===== src/bcr_consts.vh =====
`ifndef BCR_CONSTS_VH
`define BCR_CONSTS_VH
// register indices; byte address on apb is four times the low byte
`define BCR_IDX_CTRL0     32'h50000082
`define BCR_IDX_CTRL1     32'h50000084
`define BCR_IDX_CTRL2     32'h50000086
`define BCR_IDX_RA0       32'h50000088
`define BCR_IDX_RA1       32'h5000008A
`define BCR_IDX_RB0       32'h5000008C
`define BCR_IDX_RB1       32'h5000008E
`define BCR_IDX_CORE0     32'h50000090
`define BCR_IDX_CORE1     32'h50000092
`define BCR_IDX_PA0       32'h50000094
`define BCR_IDX_PA1       32'h50000096
`define BCR_IDX_RET0      32'h50000098
`define BCR_IDX_RET1      32'h5000009A
`define BCR_IDX_TRIM      32'h5000009C
`define BCR_IDX_TEST0     32'h5000009E
`define BCR_IDX_TEST1     32'h500000A0
`define BCR_IDX_STAT0     32'h500000A2
`define BCR_IDX_STAT1     32'h500000A4
`define BCR_IDX_STAT2     32'h500000A6
`define BCR_IDX_STAT3     32'h500000A8
`define BCR_IDX_STAT4     32'h500000AA
`define BCR_IDX_TRIMA     32'h500000AC
`define BCR_IDX_TRIMB     32'h500000AE
`define BCR_IDX_TRIMC     32'h500000B0
`define BCR_IDX_TRIMP     32'h500000B2
`define BCR_IDX_IRQ_FLAGS 32'h500000B4
`define BCR_IDX_IRQ_CLEAR 32'h500000B6
`define BCR_IDX_IRQ_MASK  32'h500000B8
// low bytes of the first and last index, which is all the decoder compares
`define BCR_LO_FIRST      8'h82
`define BCR_LO_LAST       8'hB8
// slots in the storage array, index minus first index, halved
`define BCR_SLOT_CTRL0    5'h00
`define BCR_SLOT_CTRL1    5'h01
`define BCR_SLOT_CTRL2    5'h02
`define BCR_SLOT_RA0      5'h03
`define BCR_SLOT_RA1      5'h04
`define BCR_SLOT_STAT0    5'h10
`define BCR_SLOT_STAT4    5'h14
`define BCR_SLOT_FLAGS    5'h19
`define BCR_SLOT_CLEAR    5'h1A
`define BCR_SLOT_MASK     5'h1B
// reset values
`define BCR_RST_CTRL0     16'h2F24
`define BCR_RST_CTRL1     16'h5410
`define BCR_RST_CTRL2     16'h882D
`define BCR_RST_RA0       16'hA1A4
`define BCR_RST_RA1       16'hD890
`define BCR_RST_LIM       5'h04
// field positions
`define BCR_F_MODE        1:0
`define BCR_F_PRIO        10:3
`define BCR_F_LVSW        13
`define BCR_F_FAST        14
`define BCR_F_DELAY       15:11
`define BCR_F_GIDLE       10:5
`define BCR_F_TOLIM       4:0
`define BCR_F_TRIG        15:12
`define BCR_F_RES         11:8
`define BCR_F_QRAMP       15
`define BCR_F_CEIL_HV     9:5
`define BCR_F_FLOOR       4:0
`define BCR_F_CEIL_LV     13:10
`define BCR_F_HYST        9:5
`define BCR_F_IDLE_MIN    4:0
// timing
`define BCR_CLK_NS        40
`define BCR_US_NS         1000
`define BCR_CYC_PER_US    ((`BCR_US_NS + `BCR_CLK_NS - 1) / `BCR_CLK_NS)
`define BCR_IDLE_STEP_NS  125
`define BCR_TO_STEP_HNS   125
`define BCR_CLK_HNS       (2 * `BCR_CLK_NS)
`endif


===== src/bcr_buck_ctrl.v =====
// Summary of operation
// - run-mode 01 runs active, 10 runs sleep, 00 and 11 keep converter off
// - rails charged in order of four two-bit ids, lowest pair first
// - fast-launch bit forces current limit to maximum during start-up wait
// - low-battery switch selects low-voltage settings while battery is low
// - bias comes on, then converter runs after 0 to 31 us wait
// - idle reaching global ceiling ramps the limit down faster than normal
// - switch closed beyond limit flags timeout and forces state machine onward
// - timeout events counted; interrupt raised when count reaches trigger number
// - programmed run of clean charge events clears the timeout counter
// - quick-ramp bit doubles the ramp step of rail_a
// - rail_a high-battery ceiling code N means 30 mA times (1 + N)
// - rail_a limit never drops below the floor code
// - irq flags, clear and mask sit at the three top addresses
// - idle shorter than the minimum raises the rail limit
`include "bcr_consts.vh"
module bcr_buck_ctrl #(
   parameter NREG = 28
) (
   input  wire        pclk,
   input  wire        presetn,
   input  wire        psel,
   input  wire        penable,
   input  wire        pwrite,
   input  wire [31:0] paddr,
   input  wire [31:0] pwdata,
   output wire [31:0] prdata,
   output wire        pready,
   output wire        pslverr,
   input  wire        bat_low_in,
   input  wire        hs_closed_in,
   input  wire        ls_closed_in,
   input  wire        rail_a_idle_in,
   input  wire        charge_done_in,
   output wire        bias_on,
   output wire        conv_active,
   output wire        conv_sleep,
   output wire        lv_settings,
   output wire [1:0]  charge_rail,
   output wire [4:0]  current_limit_level,
   output wire        rail_a_quick_ramp,
   output wire        sw_force_next,
   output wire        irq
);
   localparam S_OFF  = 2'b00;
   localparam S_WAIT = 2'b01;
   localparam S_RUN  = 2'b10;
   localparam NPIN   = 5;

   integer i;
   reg  [15:0] mem_q [0:NREG-1];
   reg  [NPIN-1:0] s1_q;
   reg  [NPIN-1:0] s2_q;
   reg  [NPIN-1:0] s3_q;
   reg  [NPIN-1:0] st_q;
   wire [NPIN-1:0] pin_in;
   reg  [1:0]  state_q;
   reg  [9:0]  wait_q;
   reg  [4:0]  lim_q;
   reg  [13:0] idle_ns_q;
   reg         idle_prev_q;
   reg  [12:0] sw_t_q;
   reg         to_done_q;
   reg         had_to_q;
   reg         chg_prev_q;
   reg  [3:0]  to_cnt_q;
   reg  [3:0]  ok_cnt_q;
   reg  [1:0]  slot_q;
   reg         flag_q;
   reg  [31:0] prdata_q;
   reg         active_q;
   reg         sleep_q;
   reg         force_q;
   reg  [1:0]  rail_q;
   reg  [4:0]  lim_out_q;

   function [15:0] rst_val;
      input integer k;
      begin
         case (k)
            0: rst_val = `BCR_RST_CTRL0;
            1: rst_val = `BCR_RST_CTRL1;
            2: rst_val = `BCR_RST_CTRL2;
            3: rst_val = `BCR_RST_RA0;
            4: rst_val = `BCR_RST_RA1;
            default: rst_val = 16'h0000;
         endcase
      end
   endfunction

   // three-stage pin synchroniser, a change counts once stages two and three agree
   assign pin_in = {charge_done_in, rail_a_idle_in, ls_closed_in, hs_closed_in, bat_low_in};
   always @(posedge pclk or negedge presetn) begin
      if (!presetn) begin
         s1_q <= {NPIN{1'b0}};
         s2_q <= {NPIN{1'b0}};
         s3_q <= {NPIN{1'b0}};
         st_q <= {NPIN{1'b0}};
      end else begin
         s1_q <= pin_in;
         s2_q <= s1_q;
         s3_q <= s2_q;
         st_q <= (st_q & (s2_q ^ s3_q)) | (s2_q & ~(s2_q ^ s3_q));
      end
   end
   wire bat_low = st_q[0];
   wire sw_closed = st_q[1] | st_q[2];
   wire idle_now = st_q[3];
   wire chg_now = st_q[4];

   // apb decode on the low byte of the index
   wire [7:0] lo = paddr[9:2];
   wire [7:0] off = lo - `BCR_LO_FIRST;
   wire [4:0] slot = off[5:1];
   // the full index would never match an eight-bit slice, so compare low bytes only
   wire mapped = (paddr[1:0] == 2'b00) && (lo >= `BCR_LO_FIRST) &&
                 (lo <= `BCR_LO_LAST) && !lo[0];
   wire ro_slot = ((slot >= `BCR_SLOT_STAT0) && (slot <= `BCR_SLOT_STAT4)) ||
                  (slot == `BCR_SLOT_FLAGS) || (slot == `BCR_SLOT_CLEAR);
   wire acc = psel & penable;
   wire wr = acc & pwrite & mapped;
   assign pready = 1'b1;
   assign pslverr = acc & ~mapped;

   wire [15:0] c0 = mem_q[`BCR_SLOT_CTRL0];
   wire [15:0] c1 = mem_q[`BCR_SLOT_CTRL1];
   wire [15:0] c2 = mem_q[`BCR_SLOT_CTRL2];
   wire [15:0] a0 = mem_q[`BCR_SLOT_RA0];
   wire [15:0] a1 = mem_q[`BCR_SLOT_RA1];
   wire [15:0] msk = mem_q[`BCR_SLOT_MASK];

   // register storage; live status slots are not stored
   always @(posedge pclk or negedge presetn) begin
      if (!presetn) begin
         for (i = 0; i < NREG; i = i + 1)
            mem_q[i] <= rst_val(i);
      end else if (wr && !ro_slot) begin
         mem_q[slot] <= pwdata[15:0];
      end
   end

   // run mode decode and start-up wait
   wire [1:0] mode = c0[`BCR_F_MODE];
   wire mode_on = (mode == 2'b01) || (mode == 2'b10);
   wire [4:0] dly = c1[`BCR_F_DELAY];
   wire [31:0] dly_prod = dly * `BCR_CYC_PER_US;
   wire [9:0] dly_cyc = dly_prod[9:0];
   always @(posedge pclk or negedge presetn) begin
      if (!presetn) begin
         state_q <= S_OFF;
         wait_q <= 10'h000;
      end else begin
         case (state_q)
            S_OFF: begin
               if (mode_on) begin
                  wait_q <= dly_cyc;
                  state_q <= (dly == 5'h00) ? S_RUN : S_WAIT;
               end
            end
            S_WAIT: begin
               if (!mode_on) begin
                  state_q <= S_OFF;
               end else if (wait_q <= 10'h001) begin
                  state_q <= S_RUN;
               end else begin
                  wait_q <= wait_q - 10'h001;
               end
            end
            S_RUN: begin
               if (!mode_on)
                  state_q <= S_OFF;
            end
            default: state_q <= S_OFF;
         endcase
      end
   end
   assign bias_on = (state_q != S_OFF);

   // rail_a current limit regulation
   wire lv_sel = c0[`BCR_F_LVSW] & bat_low;
   wire [4:0] ceil = lv_sel ? {1'b0, a1[`BCR_F_CEIL_LV]} : a0[`BCR_F_CEIL_HV];
   wire [4:0] floor_c = a0[`BCR_F_FLOOR];
   wire [4:0] step = a0[`BCR_F_QRAMP] ? 5'h02 : 5'h01;
   wire [31:0] min_full = a1[`BCR_F_IDLE_MIN] * `BCR_IDLE_STEP_NS;
   wire [13:0] min_ns = min_full[13:0];
   wire [5:0] max_code = {1'b0, a1[`BCR_F_IDLE_MIN]} + {1'b0, a1[`BCR_F_HYST]};
   wire [31:0] max_full = max_code * `BCR_IDLE_STEP_NS;
   wire [13:0] max_ns = max_full[13:0];
   wire [31:0] glob_full = c1[`BCR_F_GIDLE] * `BCR_IDLE_STEP_NS;
   wire [13:0] glob_ns = glob_full[13:0];
   // idle time saturates so a long quiet rail cannot wrap back under the limits
   wire [31:0] idle_sum = idle_ns_q + `BCR_CLK_NS;
   wire [13:0] idle_nx = (idle_sum > 32'h00003FFF) ? 14'h3FFF : idle_sum[13:0];
   wire cross_max = idle_now && (idle_ns_q < max_ns) && (idle_nx >= max_ns);
   wire cross_glob = idle_now && (idle_ns_q < glob_ns) && (idle_nx >= glob_ns);
   wire short_idle = idle_prev_q && !idle_now && (idle_ns_q < min_ns);
   reg [6:0] lim_w;
   always @* begin
      lim_w = {2'b00, lim_q};
      if (short_idle)
         lim_w = lim_w + {2'b00, step};
      if (cross_max)
         lim_w = (lim_w > {2'b00, step}) ? lim_w - {2'b00, step} : 7'h00;
      if (cross_glob)
         lim_w = (lim_w > {1'b0, step, 1'b0}) ? lim_w - {1'b0, step, 1'b0} : 7'h00;
      if (lim_w > {2'b00, ceil})
         lim_w = {2'b00, ceil};
      if (lim_w < {2'b00, floor_c})
         lim_w = {2'b00, floor_c};
   end
   always @(posedge pclk or negedge presetn) begin
      if (!presetn) begin
         lim_q <= `BCR_RST_LIM;
         idle_ns_q <= 14'h0000;
         idle_prev_q <= 1'b0;
      end else begin
         lim_q <= lim_w[4:0];
         idle_prev_q <= idle_now;
         idle_ns_q <= idle_now ? idle_nx : 14'h0000;
      end
   end

   // switch on-time watchdog in half-nanosecond units
   wire [31:0] to_full = c1[`BCR_F_TOLIM] * `BCR_TO_STEP_HNS;
   wire [12:0] to_lim = to_full[12:0];
   wire [31:0] sw_sum = sw_t_q + `BCR_CLK_HNS;
   wire to_evt = sw_closed && (sw_t_q > to_lim) && !to_done_q;
   wire chg_evt = chg_now && !chg_prev_q;
   wire [3:0] to_inc = (to_cnt_q == 4'hF) ? 4'hF : to_cnt_q + 4'h1;
   wire [3:0] ok_inc = ok_cnt_q + 4'h1;
   wire irq_set = to_evt && (to_inc == c2[`BCR_F_TRIG]);
   wire clr_wr = wr && (slot == `BCR_SLOT_CLEAR) && pwdata[0];
   always @(posedge pclk or negedge presetn) begin
      if (!presetn) begin
         sw_t_q <= 13'h0000;
         to_done_q <= 1'b0;
         had_to_q <= 1'b0;
         chg_prev_q <= 1'b0;
         to_cnt_q <= 4'h0;
         ok_cnt_q <= 4'h0;
         slot_q <= 2'b00;
         flag_q <= 1'b0;
      end else begin
         chg_prev_q <= chg_now;
         if (!sw_closed) begin
            sw_t_q <= 13'h0000;
            to_done_q <= 1'b0;
         end else begin
            if (sw_t_q < 13'h1FFF - `BCR_CLK_HNS)
               sw_t_q <= sw_sum[12:0];
            if (to_evt)
               to_done_q <= 1'b1;
         end
         if (to_evt) begin
            to_cnt_q <= to_inc;
            ok_cnt_q <= 4'h0;
            had_to_q <= 1'b1;
         end else if (chg_evt) begin
            had_to_q <= 1'b0;
            if (had_to_q) begin
               ok_cnt_q <= 4'h0;
            end else if (ok_inc >= c2[`BCR_F_RES]) begin
               to_cnt_q <= 4'h0;
               ok_cnt_q <= 4'h0;
            end else begin
               ok_cnt_q <= ok_inc;
            end
         end
         if (chg_evt)
            slot_q <= slot_q + 2'b01;
         // a new event in the clearing cycle keeps the flag set
         if (irq_set)
            flag_q <= 1'b1;
         else if (clr_wr)
            flag_q <= 1'b0;
      end
   end

   // outputs to the power stage; all registered except bias_on, lv_settings and irq, which are gated from registers
   wire [7:0] prio = c0[`BCR_F_PRIO];
   wire [1:0] next_rail = prio[{slot_q, 1'b0} +: 2];
   always @(posedge pclk or negedge presetn) begin
      if (!presetn) begin
         active_q <= 1'b0;
         sleep_q <= 1'b0;
         force_q <= 1'b0;
         rail_q <= 2'b00;
         lim_out_q <= `BCR_RST_LIM;
      end else begin
         active_q <= (state_q == S_RUN) && (mode == 2'b01);
         sleep_q <= (state_q == S_RUN) && (mode == 2'b10);
         force_q <= to_evt;
         rail_q <= next_rail;
         // fast launch holds the limit at full scale until the converter runs
         lim_out_q <= (c0[`BCR_F_FAST] && state_q == S_WAIT) ? 5'h1F : lim_q;
      end
   end
   assign conv_active = active_q;
   assign conv_sleep = sleep_q;
   assign sw_force_next = force_q;
   assign charge_rail = rail_q;
   assign current_limit_level = lim_out_q;
   assign lv_settings = lv_sel;
   assign rail_a_quick_ramp = a0[`BCR_F_QRAMP];
   assign irq = flag_q & msk[0];

   // read data is captured in the setup cycle so it stands through the access
   reg [15:0] rd_w;
   always @* begin
      rd_w = 16'h0000;
      if (mapped) begin
         case (slot)
            5'h10: rd_w = {12'h000, lv_sel, bias_on, state_q};
            5'h11: rd_w = {11'h000, lim_q};
            5'h12: rd_w = {8'h00, ok_cnt_q, to_cnt_q};
            5'h13: rd_w = {12'h000, slot_q, rail_q};
            5'h14: rd_w = {11'h000, st_q};
            `BCR_SLOT_FLAGS: rd_w = {15'h0000, flag_q};
            `BCR_SLOT_CLEAR: rd_w = 16'h0000;
            default: rd_w = mem_q[slot];
         endcase
      end
   end
   always @(posedge pclk or negedge presetn) begin
      if (!presetn)
         prdata_q <= 32'h00000000;
      else if (psel && !penable)
         prdata_q <= {16'h0000, rd_w};
   end
   assign prdata = prdata_q;
endmodule // bcr_buck_ctrl


===== config.mk =====
export PLATFORM = sky130hd
export DESIGN_NAME = bcr_buck_ctrl
export DESIGN_NICKNAME = d
export VERILOG_FILES = /design/src/bcr_buck_ctrl.v
export VERILOG_INCLUDE_DIRS = /design/src
export SDC_FILE = /design/constraint.sdc
export NUM_CORES = 1
export LEC_CHECK = 0
export BUFFER_PORTS_ARGS = -buffer_cell sky130_fd_sc_hd__buf_2
export CAP_MARGIN = 20
export CORE_UTILIZATION = 63
export CTS_CLUSTER_SIZE = 28
export DETAILED_ROUTE_END_ITERATION = 12
export MAX_ROUTING_LAYER = met4
export PLACE_DENSITY = 0.92
export SYNTH_ARGS = -nofsm -noshare
export SYNTH_HDL_FRONTEND = slang
export SYNTH_SLANG_ARGS = --single-unit

===== constraint.sdc =====
create_clock -name pclk -period 12.2 [get_ports pclk]
set_input_delay 0.61 -clock pclk [delete_from_list [all_inputs] [get_ports pclk]]
set_output_delay 0.61 -clock pclk [all_outputs]
set_load 0.05 [all_outputs]

### Word-level counts from Yosys, hierarchy flattened

Cells that the tools add are included.

* add/subtract/negate cells: 11
* multipliers: 5
* $lt $le $gt $ge: 20
* eq/ne operators: 21
* shift-type cells: 1
* multiplexer cells: 47
* bitwise gates (word level): 14
* reduce and logical (&&, ||, !) cells: 42

Operators with widths (number)
* bitwise mux 448 bit: 1
* case mux 16 bit (7 select lines): 1
* binary-select mux 16 bit (select 5 bit): 1
* demux 16 bit (select 5 bit): 1
* two-way mux 16 bit: 4
* two-way mux 4 bit: 9
* == test 5 bit (second input constant): 7
* two-way mux 7 bit: 5
* two-way mux 10 bit: 3
* >= comparator 14 x 13 -> 1 bit: 2
* < comparator 14 x 13 -> 1 bit: 2
* two-way mux 14 bit: 2
* multiplier 6 x 7 -> 13 bit (second input constant): 2
* two-way mux 13 bit: 2
* multiplier 5 x 7 -> 12 bit (second input constant): 2
* logical AND 1 bit: 22
* case mux 10 bit (2 select lines): 1
* adder 14 x 6 -> 15 bit (second input constant): 1
* greater-than comparator 15 x 14 -> 1 bit (second input constant): 1
* two-way mux 5 bit: 3
* < comparator 14 x 12 -> 1 bit: 1
* adder 13 x 7 -> 13 bit (second input constant): 1
* greater-than comparator 13 x 12 -> 1 bit: 1
* < comparator 13 bit (second input constant): 1
* other kinds (48): 85

* register bits after elaboration: 553
* input port bits: 74
* output and inout port bits: 48
* logic and storage cells: 212

### Longest topological paths before layout

Gate-level depths: netlist of the first run.

* depth in word-level cells: 14
* depth in mapped cells: 52
* depth with buffers taken out: 51

### Worst setup path after synthesis of the first run

OpenSTA, ideal clock, no wires.

* kind: register to register
* start: register mem_q (netlist bit a1[1])
* end: register lim_q[1]
* setup time: 128 ps
* arrival: 10371 ps
* data required time: 12072 ps
* path slack: 1702 ps
* stages on the path, launching flop included: 49
* path buffers: 1
* clock period less this slack: 10498 ps
* cells stage by stage: dfrtp_1 > inv_1 > fa_1 > nor2b_1 > o21ai_0 > nand2b_1 > xor2_1 > fa_1 > fa_1 > fa_1 > inv_1 > ha_1 > inv_1 > o21bai_1 > a21oi_1 > o21bai_1 > a21oi_1 > xor2_1 > [... 13 more ...] > inv_1 > ha_1 > nor2b_1 > o21a_1 > o21a_1 > o21a_1 > o22ai_1 > o31a_1 > nand2_1 > a21oi_1 > o21ba_1 > buf_6 > mux2i_1 > ha_1 > or3_1 > nor4b_1 > a21oi_2 > mux2_1

* longest elaborated chain between the ends: 14
* elaborated cells between the ends (all ways): 22
* classes of those cells: 3 x add/sub; 2 x mul; 7 x order compare; 7 x mux; 3 x reduce/logical

Ends and longest elaborated chain
* start: declaration: RTL line bcr_buck_ctrl.v:51 `reg [15:0] mem_q [0:NREG-1];`
* start signal: indexed assignment: RTL line bcr_buck_ctrl.v:136 `mem_q[i] <= rst_val(i);`
* start signal: indexed assignment: RTL line bcr_buck_ctrl.v:138 `mem_q[slot] <= pwdata[15:0];`
* multiplier 5 x 7 -> 12 bit (no source line)
* < comparator 14 x 12 -> 1 bit: RTL line bcr_buck_ctrl.v:196 `wire short_idle = idle_prev_q && !idle_now && (idle_ns_q < min_ns);`
* logical AND 1 bit: RTL line bcr_buck_ctrl.v:196
* two-way mux 6 bit: RTL line bcr_buck_ctrl.v:200 `if (short_idle)`
* subtractor 7 x 2 -> 7 bit / greater-than comparator 7 x 2 -> 1 bit (equally long branches): RTL line bcr_buck_ctrl.v:203 `lim_w = (lim_w > {2'b00, step}) ? lim_w - {2'b00, step} : 7'h00;`
* two-way mux 7 bit: RTL line bcr_buck_ctrl.v:203
* two-way mux 7 bit (*): RTL line bcr_buck_ctrl.v:202 `if (cross_max)`
* subtractor 7 x 3 -> 7 bit / greater-than comparator 7 x 3 -> 1 bit (equally long branches): RTL line bcr_buck_ctrl.v:205 `lim_w = (lim_w > {1'b0, step, 1'b0}) ? lim_w - {1'b0, step, 1'b0} : 7'h00;`
* two-way mux 7 bit: RTL line bcr_buck_ctrl.v:205
* two-way mux 7 bit (*): RTL line bcr_buck_ctrl.v:204 `if (cross_glob)`
* greater-than comparator 7 x 5 -> 1 bit: RTL line bcr_buck_ctrl.v:206 `if (lim_w > {2'b00, ceil})`
* two-way mux 7 bit (*): RTL line bcr_buck_ctrl.v:206
* < comparator 7 x 5 -> 1 bit: RTL line bcr_buck_ctrl.v:208 `if (lim_w < {2'b00, floor_c})`
* two-way mux 5 bit (*): RTL line bcr_buck_ctrl.v:208
* via lim_w[1]: RTL line bcr_buck_ctrl.v:197 `reg [6:0] lim_w;`
* end signal: assignment: RTL line bcr_buck_ctrl.v:213 `` lim_q <= `BCR_RST_LIM; ``
* end signal: assignment: RTL line bcr_buck_ctrl.v:217 `lim_q <= lim_w[4:0];`
* end: declaration: RTL line bcr_buck_ctrl.v:59 `reg [4:0] lim_q;`

Mark *: on every way through the listed nets, which the timed path passes. The rest lies on a longest branch.
A chain may end at the register's enable or synchronous reset.

### Worst setup path in the final report of the first run

Ends and elaborated chain as after synthesis.

==> summary.md, run 1 <==
| Metric | Value |
|---|---|
| Pin count of the biggest net entering global routing | `199` |
| Comb power frac | `between 10% and 20%` |
| Register area share after synthesis | `44.9%` |
| Setup Skew | `about 0.035 ns` |
| Hold buffer count at cts | `0` |
| Clock slew at reported path FFs | `approximately 0.06 ns` |
| Clk root buf | `clkbuf_16` |
| Reg2reg path depth | `between 40 and 50` |
| Clock sinks | `549` |
| Post-synthesis mux area share | `roughly a fifth` |
| Setup_tns | `0 ns` |
| Status | `finished, final reports clean` |
| Hold Crit Class | `in2async` |
| Fill cells | `2848` |
| Leakage | `16.4 nW` |
| Yosys cell types | `90` |
| Cell row count | `80` |
| Via count | `between 20000 and 25000` |
| CTS tree | `yes` |
| CORE AREA | `approximately 48000 µm²` |
| Sequential share of power | `roughly two fifths` |
| Compound-Gate Fraction of Synth Area | `under 10%` |
| Mapped Cells | `2556` |
| DRC Markers | `0` |
| Number of synthesized flops with an enable pin | `0` |
| Drt wl/cell | `between 20 and 30 µm` |
| CP top delay family | `adder cells` |
| Initial Util | `between 60 and 70%` |
| Grt ovf | `0` |
| Critical path class | `reg2reg` |
| Clk pwr share | `43.0%` |
| Dpl hpwl | `~50000 µm` |
| Pins Over Slew Limit | `0` |
| Sw Pwr | `about 1.3 mW` |
| YS warnings | `0` |
| Final wirelength | `82400 µm` |
| Slew @ Worst Pin | `between 1 and 1.5 ns` |
| CP Depth | `between 40 and 50` |
| Post-layout nets | `about 2800` |
| GRT Util Overall | `~35%` |
| Post-Layout Cell Count | `3162` |
| Synthesized area per cell | `12.0 µm²` |
| Endpoints failing hold | `0` |
| Cell Pwr Density | `about 140 nW/µm²` |
| WP data arrival | `12.23 ns` |
| Switching part of the total | `between 20 and 30%` |
| Final setup violation count | `0` |
| PortBufs | `66` |
| Vias in the first global route | `roughly 23000` |
| Via-to-Cell Ratio | `around 6.7` |
| Setup WS post-layout | `about 0.47 ns` |
| Fraction of layout cells with a size suffix above 1 | `28.5%` |
| I/O pin cnt | `122` |
| Critical path buffers and inverters | `5` |
| Critical Path Source Type | `register` |
| Clk_lat worst skew | `between 0.6 and 0.7 ns` |
| Post-Synth Simple-Gate Area | `6.90%` |
| Max Buffers Root-to-Sink | `3` |
| Most used cell along the critical path | `ha_1` |
| Max incr delay on CP | `slightly above 0.6 ns` |
| FFs w/ async S/R, synth | `between 90% and 100%` |
| Width of the die | `between 200 and 250 µm` |
| DR pass1 iterations | `7` |
| Routability Congestion | `0.923` |
| Remaining antenna violation count | `0` |
| Largest family of logic cells by synthesized area | `multiplexers` |
| CTS Buf Count | `54` |
| Max cap viols | `0` |
| Initial antenna violation count | `3` |
| Maximum fanout along the worst path | `6` |
| Critical-path top delay cell | `fa_1` |
| First-pass GRT wire length | `roughly 130000 µm` |
| Yosys reg bits | `about 550` |
| Final worst path period need | `~12 ns` |
| Mapped cell area | `30700 µm²` |
| Maximum vdd drop | `roughly 0.12 mV` |
| Top_reg_cell synth | `dfrtp_1` |
| Worst slack, placed | `slightly above 0.5 ns` |
| H-tree depth | `2` |
| Worst Setup End Kind | `register` |
| Launch point of the critical path | `a1[1]$_DFFE_PN0P_` |
| Placed instance count | `a little over 3000` |
| Hold WS | `slightly above 0.06 ns` |
| Height of the die | `roughly 220 µm` |
| WP data required | `~13 ns` |
| Slew headroom | `22.2%` |
| Syn-to-layout area delta | `9.03%` |
| Fmax | `between 0.08 and 0.09 GHz` |
| DR iter-0 viols | `around 2900` |
| Power Internal | `around 3.3 mW` |
| Multi-input gate area | `about 15000 µm²` |
| Synth Area in Adders | `about an eighth` |
| Crit share post-route | `a little under 100%` |
| RR Startpoint | `a1[1]$_DFFE_PN0P_` |
| Sequential cell area | `~14000 µm²` |
| Synth Area in XOR/XNOR | `about 1.9%` |
| Full die area | `between 40000 and 50000 µm²` |
-- placed cells by master (no fill, tap or decap), types with 19 or more instances in the layout --
| cell | synthesis | layout |
|---|---|---|
| dfrtp_1 | 518 | 516 |
| mux2_2 | 326 | 326 |
| ha_1 | 216 | 215 |
| nand2_1 | 175 | 175 |
| inv_1 | 167 | 166 |
| mux4_2 | 114 | 114 |
| o21ai_0 | 107 | 107 |
| a21oi_1 | 87 | 87 |
| buf_2 | 28 | 64 |
| nor2_1 | 64 | 63 |
| clkbuf_16 | 0 | 55 |
| fa_1 | 51 | 51 |
| nand3_1 | 42 | 42 |
| xnor2_1 | 39 | 36 |
| nor3_1 | 33 | 33 |
| dfstp_2 | 31 | 31 |
| buf_4 | 18 | 29 |
| a21o_1 | 27 | 27 |
| xor2_1 | 27 | 24 |
| nand2b_1 | 24 | 24 |
| and2_1 | 20 | 20 |
| mux2i_1 | 19 | 19 |
-- state kept, by name, indices dropped and copies added, names as in the netlist, 5 cells and up --
name	count
mem_q	352
a0	16
a1	16
c0	16
c1	16
c2	16
msk	16
prdata	16
idle_ns_q	14
wait_q	10
sw_t_q	9
current_limit_level	5
lim_q	5
s1_q	5
s2_q	5
s3_q	5
st_q	5
-- layout make-up --
cell class | instances | area share [%]
Tap cell | 615 | 2.30
Clock buffer | 69 | 4.54
Multi-Input combinational cell | 1621 | 46.2
Timing Repair Buffer | 105 | 2.19
Clock inverter | 33 | 1.77
Sequential cell | 549 | 41.1
Antenna cell | 3 | 0.0224
Inverter | 167 | 1.88
-- power by group through the flow --
stage               Combinational [mW]  Sequential [mW]  Clock (mW)
floorplan                        0.474             1.94           0
global placement                 0.625             1.96           0
detailed placement               0.663             1.96           0
CTS                              0.677             1.93        1.98
global route                     0.765             1.94        2.05
finish                           0.699             1.93        1.98
-- worst paths after layout --
| kind | end | slack [ns] |
|---|---|---|
| hold reg to reg | s2_q[2]$_DFF_PN0_ | 0.35 |
| setup reg to reg | lim_q[1]$_DFF_PN0_ | 0.47 |
| min in group pclk | s1_q[0]$_DFF_PN0_ | 0.09 |
| setup / recovery | lim_q[1]$_DFF_PN0_ | 0.47 |
| hold / removal | wait_q[7]$_DFFE_PN0P_ | 0.06 |
| max in group asynchronous | mem_q[302]$_DFFE_PN0P_ | 9.85 |
-- routing by layer --
layer  part of all wire (%)  routed length [µm]  vias up  GRT usage (%)
met5                      0                   0        -              -
met4                    5.8                4760        0           17.2
met3                     11                8890      404           8.83
met2                     47               39100     1438           54.2
met1                     36               29700    10600           41.9
li1                       -                   -     8863              -
-- timing repair --
item | 4_1_cts | 5_1_grt
endpoints found under the hold margin | 0 | 0
gates resized for setup | 0 | 5
setup buffers | 0 | 6
setup endpoints to repair | 0 | 5
-- cell usage after synthesis, types with 15 or more instances --
cell,instances,area (µm²)
buf_4,18,135
a21o_1,27,203
mux2_2,326,3670
nor2_1,64,240
a21oi_1,87,435
dfstp_2,31,815
clkbuf_1,178,668
o21ai_0,107,536
ha_1,216,2700
buf_2,28,140
mux4_2,114,2570
xnor2_1,39,342
fa_1,51,1020
nand2_1,175,657
nor2_2,15,93.8
nand2b_1,24,150
xor2_1,27,236
a31oi_1,18,113
nor3_1,33,165
inv_1,167,627
mux2i_1,19,190
dfrtp_1,518,13000
nand3_1,42,210
and2_1,20,125
-- through the flow --
stage,util (%),instance area (µm²),power (mW)
2_1_floorplan,-,30800,2.42
3_3_place_gp,65.0,31200,2.58
3_5_place_dp,65.0,31200,2.62
4_1_cts,69.4,33300,4.58
5_1_grt,69.8,33500,4.75
6_report,69.8,33500,4.61
-- logic make-up (layout without fill, tap and decap cells) --
logic type | count (synthesis) | count (layout)
AND/OR/NAND/NOR | 437 | 437
AO/OA/AOI/OAI | 365 | 365
buffers and inverters | 401 | 374
other | 2 | 20
XOR/XNOR | 66 | 66
flip-flops | 549 | 549
adder cells (fa/ha/maj) | 272 | 272
multiplexers | 464 | 464
Power figures use the tool's default switching activity.
==> inputs of run 2 (changes only) <==
- SETUP_SLACK_MARGIN: unset -> 0.5
==> run 2 against run 1 <==
Final area increased by 0.18%. Worst hold slack got worse by 0.0034 ns. Sequential share of layout area decreased by 0.070 points. Via count increased by 0.34%. Clock-buffer cell count unchanged. Clock power about the same. Critical path depth increased by 2. Global-route usage about the same. Critical endpoint is now lim_q[4]$_DFF_PN0_.
==> summary.md, run 2 (synthesized netlist as in run 1, its figures left out) <==
| Metric | Value |
|---|---|
| Placed instance count | `3043 (unchanged)` |
| Max reg flops | `352 (unchanged)` |
| Total power | `4.61 mW (about the same)` |
| Endpoints failing hold | `0 (unchanged)` |
| Drt wl/cell | `26.0 µm (-0.25%)` |
| Reg-to-reg setup timing slack | `0.96 ns (+0.49 ns)` |
| Slew headroom | `23.1% (+0.95 points)` |
| Final worst path period need | `11.24 ns (-0.490 ns)` |
| Full die area | `49600 µm² (unchanged)` |
| Final design utilization | `70.0% (+0.13 points)` |
| Fill cells | `2834 (-0.49%)` |
| Initial Util | `64.1% (unchanged)` |
| Slew @ Worst Pin | `1.15 ns (-0.0143 ns)` |
| Clk_lat worst skew | `0.66 ns (about the same)` |
| CTS Buf Count | `54 (unchanged)` |
| Fin area | `33500 µm² (+0.18%)` |
| CTS tree | `yes` |
| Pins Over Slew Limit | `0 (unchanged)` |
| Most used cell along the critical path | `ha_1` |
| Height of the die | `223 µm (unchanged)` |
| Post-layout nets | `2842 (+0.11%)` |
| Vias in the first global route | `22700 (-0.018%)` |
| Max cap viols | `0 (unchanged)` |
| Worst slack, placed | `0.505 ns (unchanged)` |
| Max Buffers Root-to-Sink | `3 (unchanged)` |
| Via-to-Cell Ratio | `6.77 (+0.25%)` |
| Via count | `21400 (+0.34%)` |
| Cell row count | `80 (unchanged)` |
| RR Startpoint | `a1[1]$_DFFE_PN0P_` |
| WP data required | `12.71 ns (about the same)` |
| Maximum vdd drop | `0.113 mV (-2.8%)` |
| GRT Util Overall | `34.7% (about the same)` |
| PortBufs | `66 (unchanged)` |
| Initial antenna violation count | `3 (unchanged)` |
| M1 GR Usage | `41.9% (-0.088 points)` |
| Critical-path top delay cell | `fa_2` |
| Maximum fanout along the worst path | `6 (unchanged)` |
| First-pass GRT wire length | `128000 µm (about the same)` |
| DR pass1 iterations | `6 (-1)` |
| Fraction of layout cells with a size suffix above 1 | `28.9% (+0.44 points)` |
| Clk root buf | `clkbuf_16` |
| Post-Layout Cell Count | `3165 (+0.095%)` |
| Dpl hpwl | `50900 µm (unchanged)` |
| Remaining antenna violation count | `0 (unchanged)` |
| Hold Crit Class | `in2async` |
| Fmax | `0.0890 GHz (+4.4%)` |
| Grt ovf | `0 (unchanged)` |
| Reg2reg path depth | `48 (+4.3%)` |
| Pin count of the biggest net entering global routing | `199 (unchanged)` |
| Critical path class | `reg2reg` |
| Clock slew at reported path FFs | `0.06 ns (about the same)` |
| Worst reg2reg endpoint | `lim_q[4]$_DFF_PN0_` |
| Critical Path Source Type | `register` |
| Top reg by flops | `mem_q` |
| Most frequent cells in the layout | `dfrtp_1, mux2_2, ha_1` |
| Max incr delay on CP | `0.68 ns (+0.06 ns)` |
| Final setup violation count | `0 (unchanged)` |
| Width of the die | `223 µm (unchanged)` |
| Status | `finished, final reports clean` |
| I/O pin cnt | `122 (unchanged)` |
| DRC Markers | `0 (unchanged)` |
| Clock sinks | `549 (unchanged)` |
| Final wirelength | `82300 µm (-0.15%)` |
| Most used routing layer | `met2` |
| Cell Pwr Density | `138 nW/µm² (-0.16%)` |
| Commonest non-fill, non-tap cell in the layout | `dfrtp_1` |
| Setup_tns | `0 ns (unchanged)` |
| WP data arrival | `11.75 ns (-0.48 ns)` |
| GRT met3 Usage | `8.97% (+0.13 points)` |
| CORE AREA | `47900 µm² (unchanged)` |
| Crit share post-route | `92.1% (-4.0 points)` |
| Met2 global-route usage | `54.3% (+0.13 points)` |
| Setup WS post-layout | `0.960 ns (+0.490 ns)` |
| Worst Setup End Kind | `register` |
| RSZ-0062 raised after global routing | `false` |
| Hold WS | `0.0588 ns (-0.00340 ns)` |
| Leakage | `16.4 nW (about the same)` |
| Setup Skew | `0.0346 ns (-0.000779 ns)` |
| Post-place instance area | `31200 µm² (unchanged)` |
| Routability Congestion | `0.923 (unchanged)` |
| Syn-to-layout area delta | `9.23%` |
| DR iter-0 viols | `2897 (+1.3%)` |
| H-tree depth | `2 (unchanged)` |
## run 2: layer usage
| metal | vias up | routed length, µm |
|---|---|---|
| met2 | 1433 | 39300 |
| met4 | 0 | 4560 |
| met3 | 406 | 8690 |
| li1 | 8864 | - |
| met1 | 10700 | 29700 |
| met5 | - | 0 |
## run 2: layout make-up
| cell class | instances | area (µm²) | area share (%) |
|---|---|---|---|
| diodes | 3 | 7.51 | 0.0224 |
| clock buffers | 69 | 1520 | 4.53 |
| clock inverters | 33 | 592 | 1.76 |
| inverters | 167 | 631 | 1.88 |
| multi-input cells | 1621 | 15500 | 46.2 |
| flip-flops and latches | 549 | 13800 | 41.1 |
| well taps | 615 | 769 | 2.29 |
| repair buffers | 108 | 754 | 2.25 |
## run 2: how the worst max path moves through the flow
stage,from,to,slack [ns]
3_3_place_gp,a1[1]$_DFFE_PN0P_,lim_q[1]$_DFF_PN0_,1.07
2_1_floorplan,a1[1]$_DFFE_PN0P_,lim_q[1]$_DFF_PN0_,1.70
4_1_cts,a1[1]$_DFFE_PN0P_,lim_q[1]$_DFF_PN0_,0.52
3_5_place_dp,a1[1]$_DFFE_PN0P_,lim_q[4]$_DFF_PN0_,0.51
6_report,a1[1]$_DFFE_PN0P_,lim_q[4]$_DFF_PN0_,0.96
5_1_grt,a1[0]$_DFFE_PN0P_,lim_q[4]$_DFF_PN0_,0.50
## run 2: critical path: cells and delay by family, from the launching register on
family	cells	cell delay [ns]
AOI/OAI and AO/OA	20	3.72
adders and majority gates	9	3.40
and+or+nand+nor	11	2.32
muxes	2	0.48
DFF	1	0.46
xor gates and xnor gates	2	0.37
buffers and inverters	4	0.34
## run 2: where the power goes
group / total, mW / internal (mW) / switching, mW
Combinational: 0.703 / 0.261 / 0.442
Clock: 1.98 / 1.19 / 0.789
Sequential: 1.93 / 1.86 / 0.0671
Total: 4.61 / 3.32 / 1.30
## run 2: what timing repair did
action | CTS | global route
gates cloned | 0 | 0
endpoints found under the setup margin | 4 | 5
gates resized for setup | 2 | 14
hold buffers | 0 | 0
pin swaps | 0 | 3
setup buffers | 1 | 8
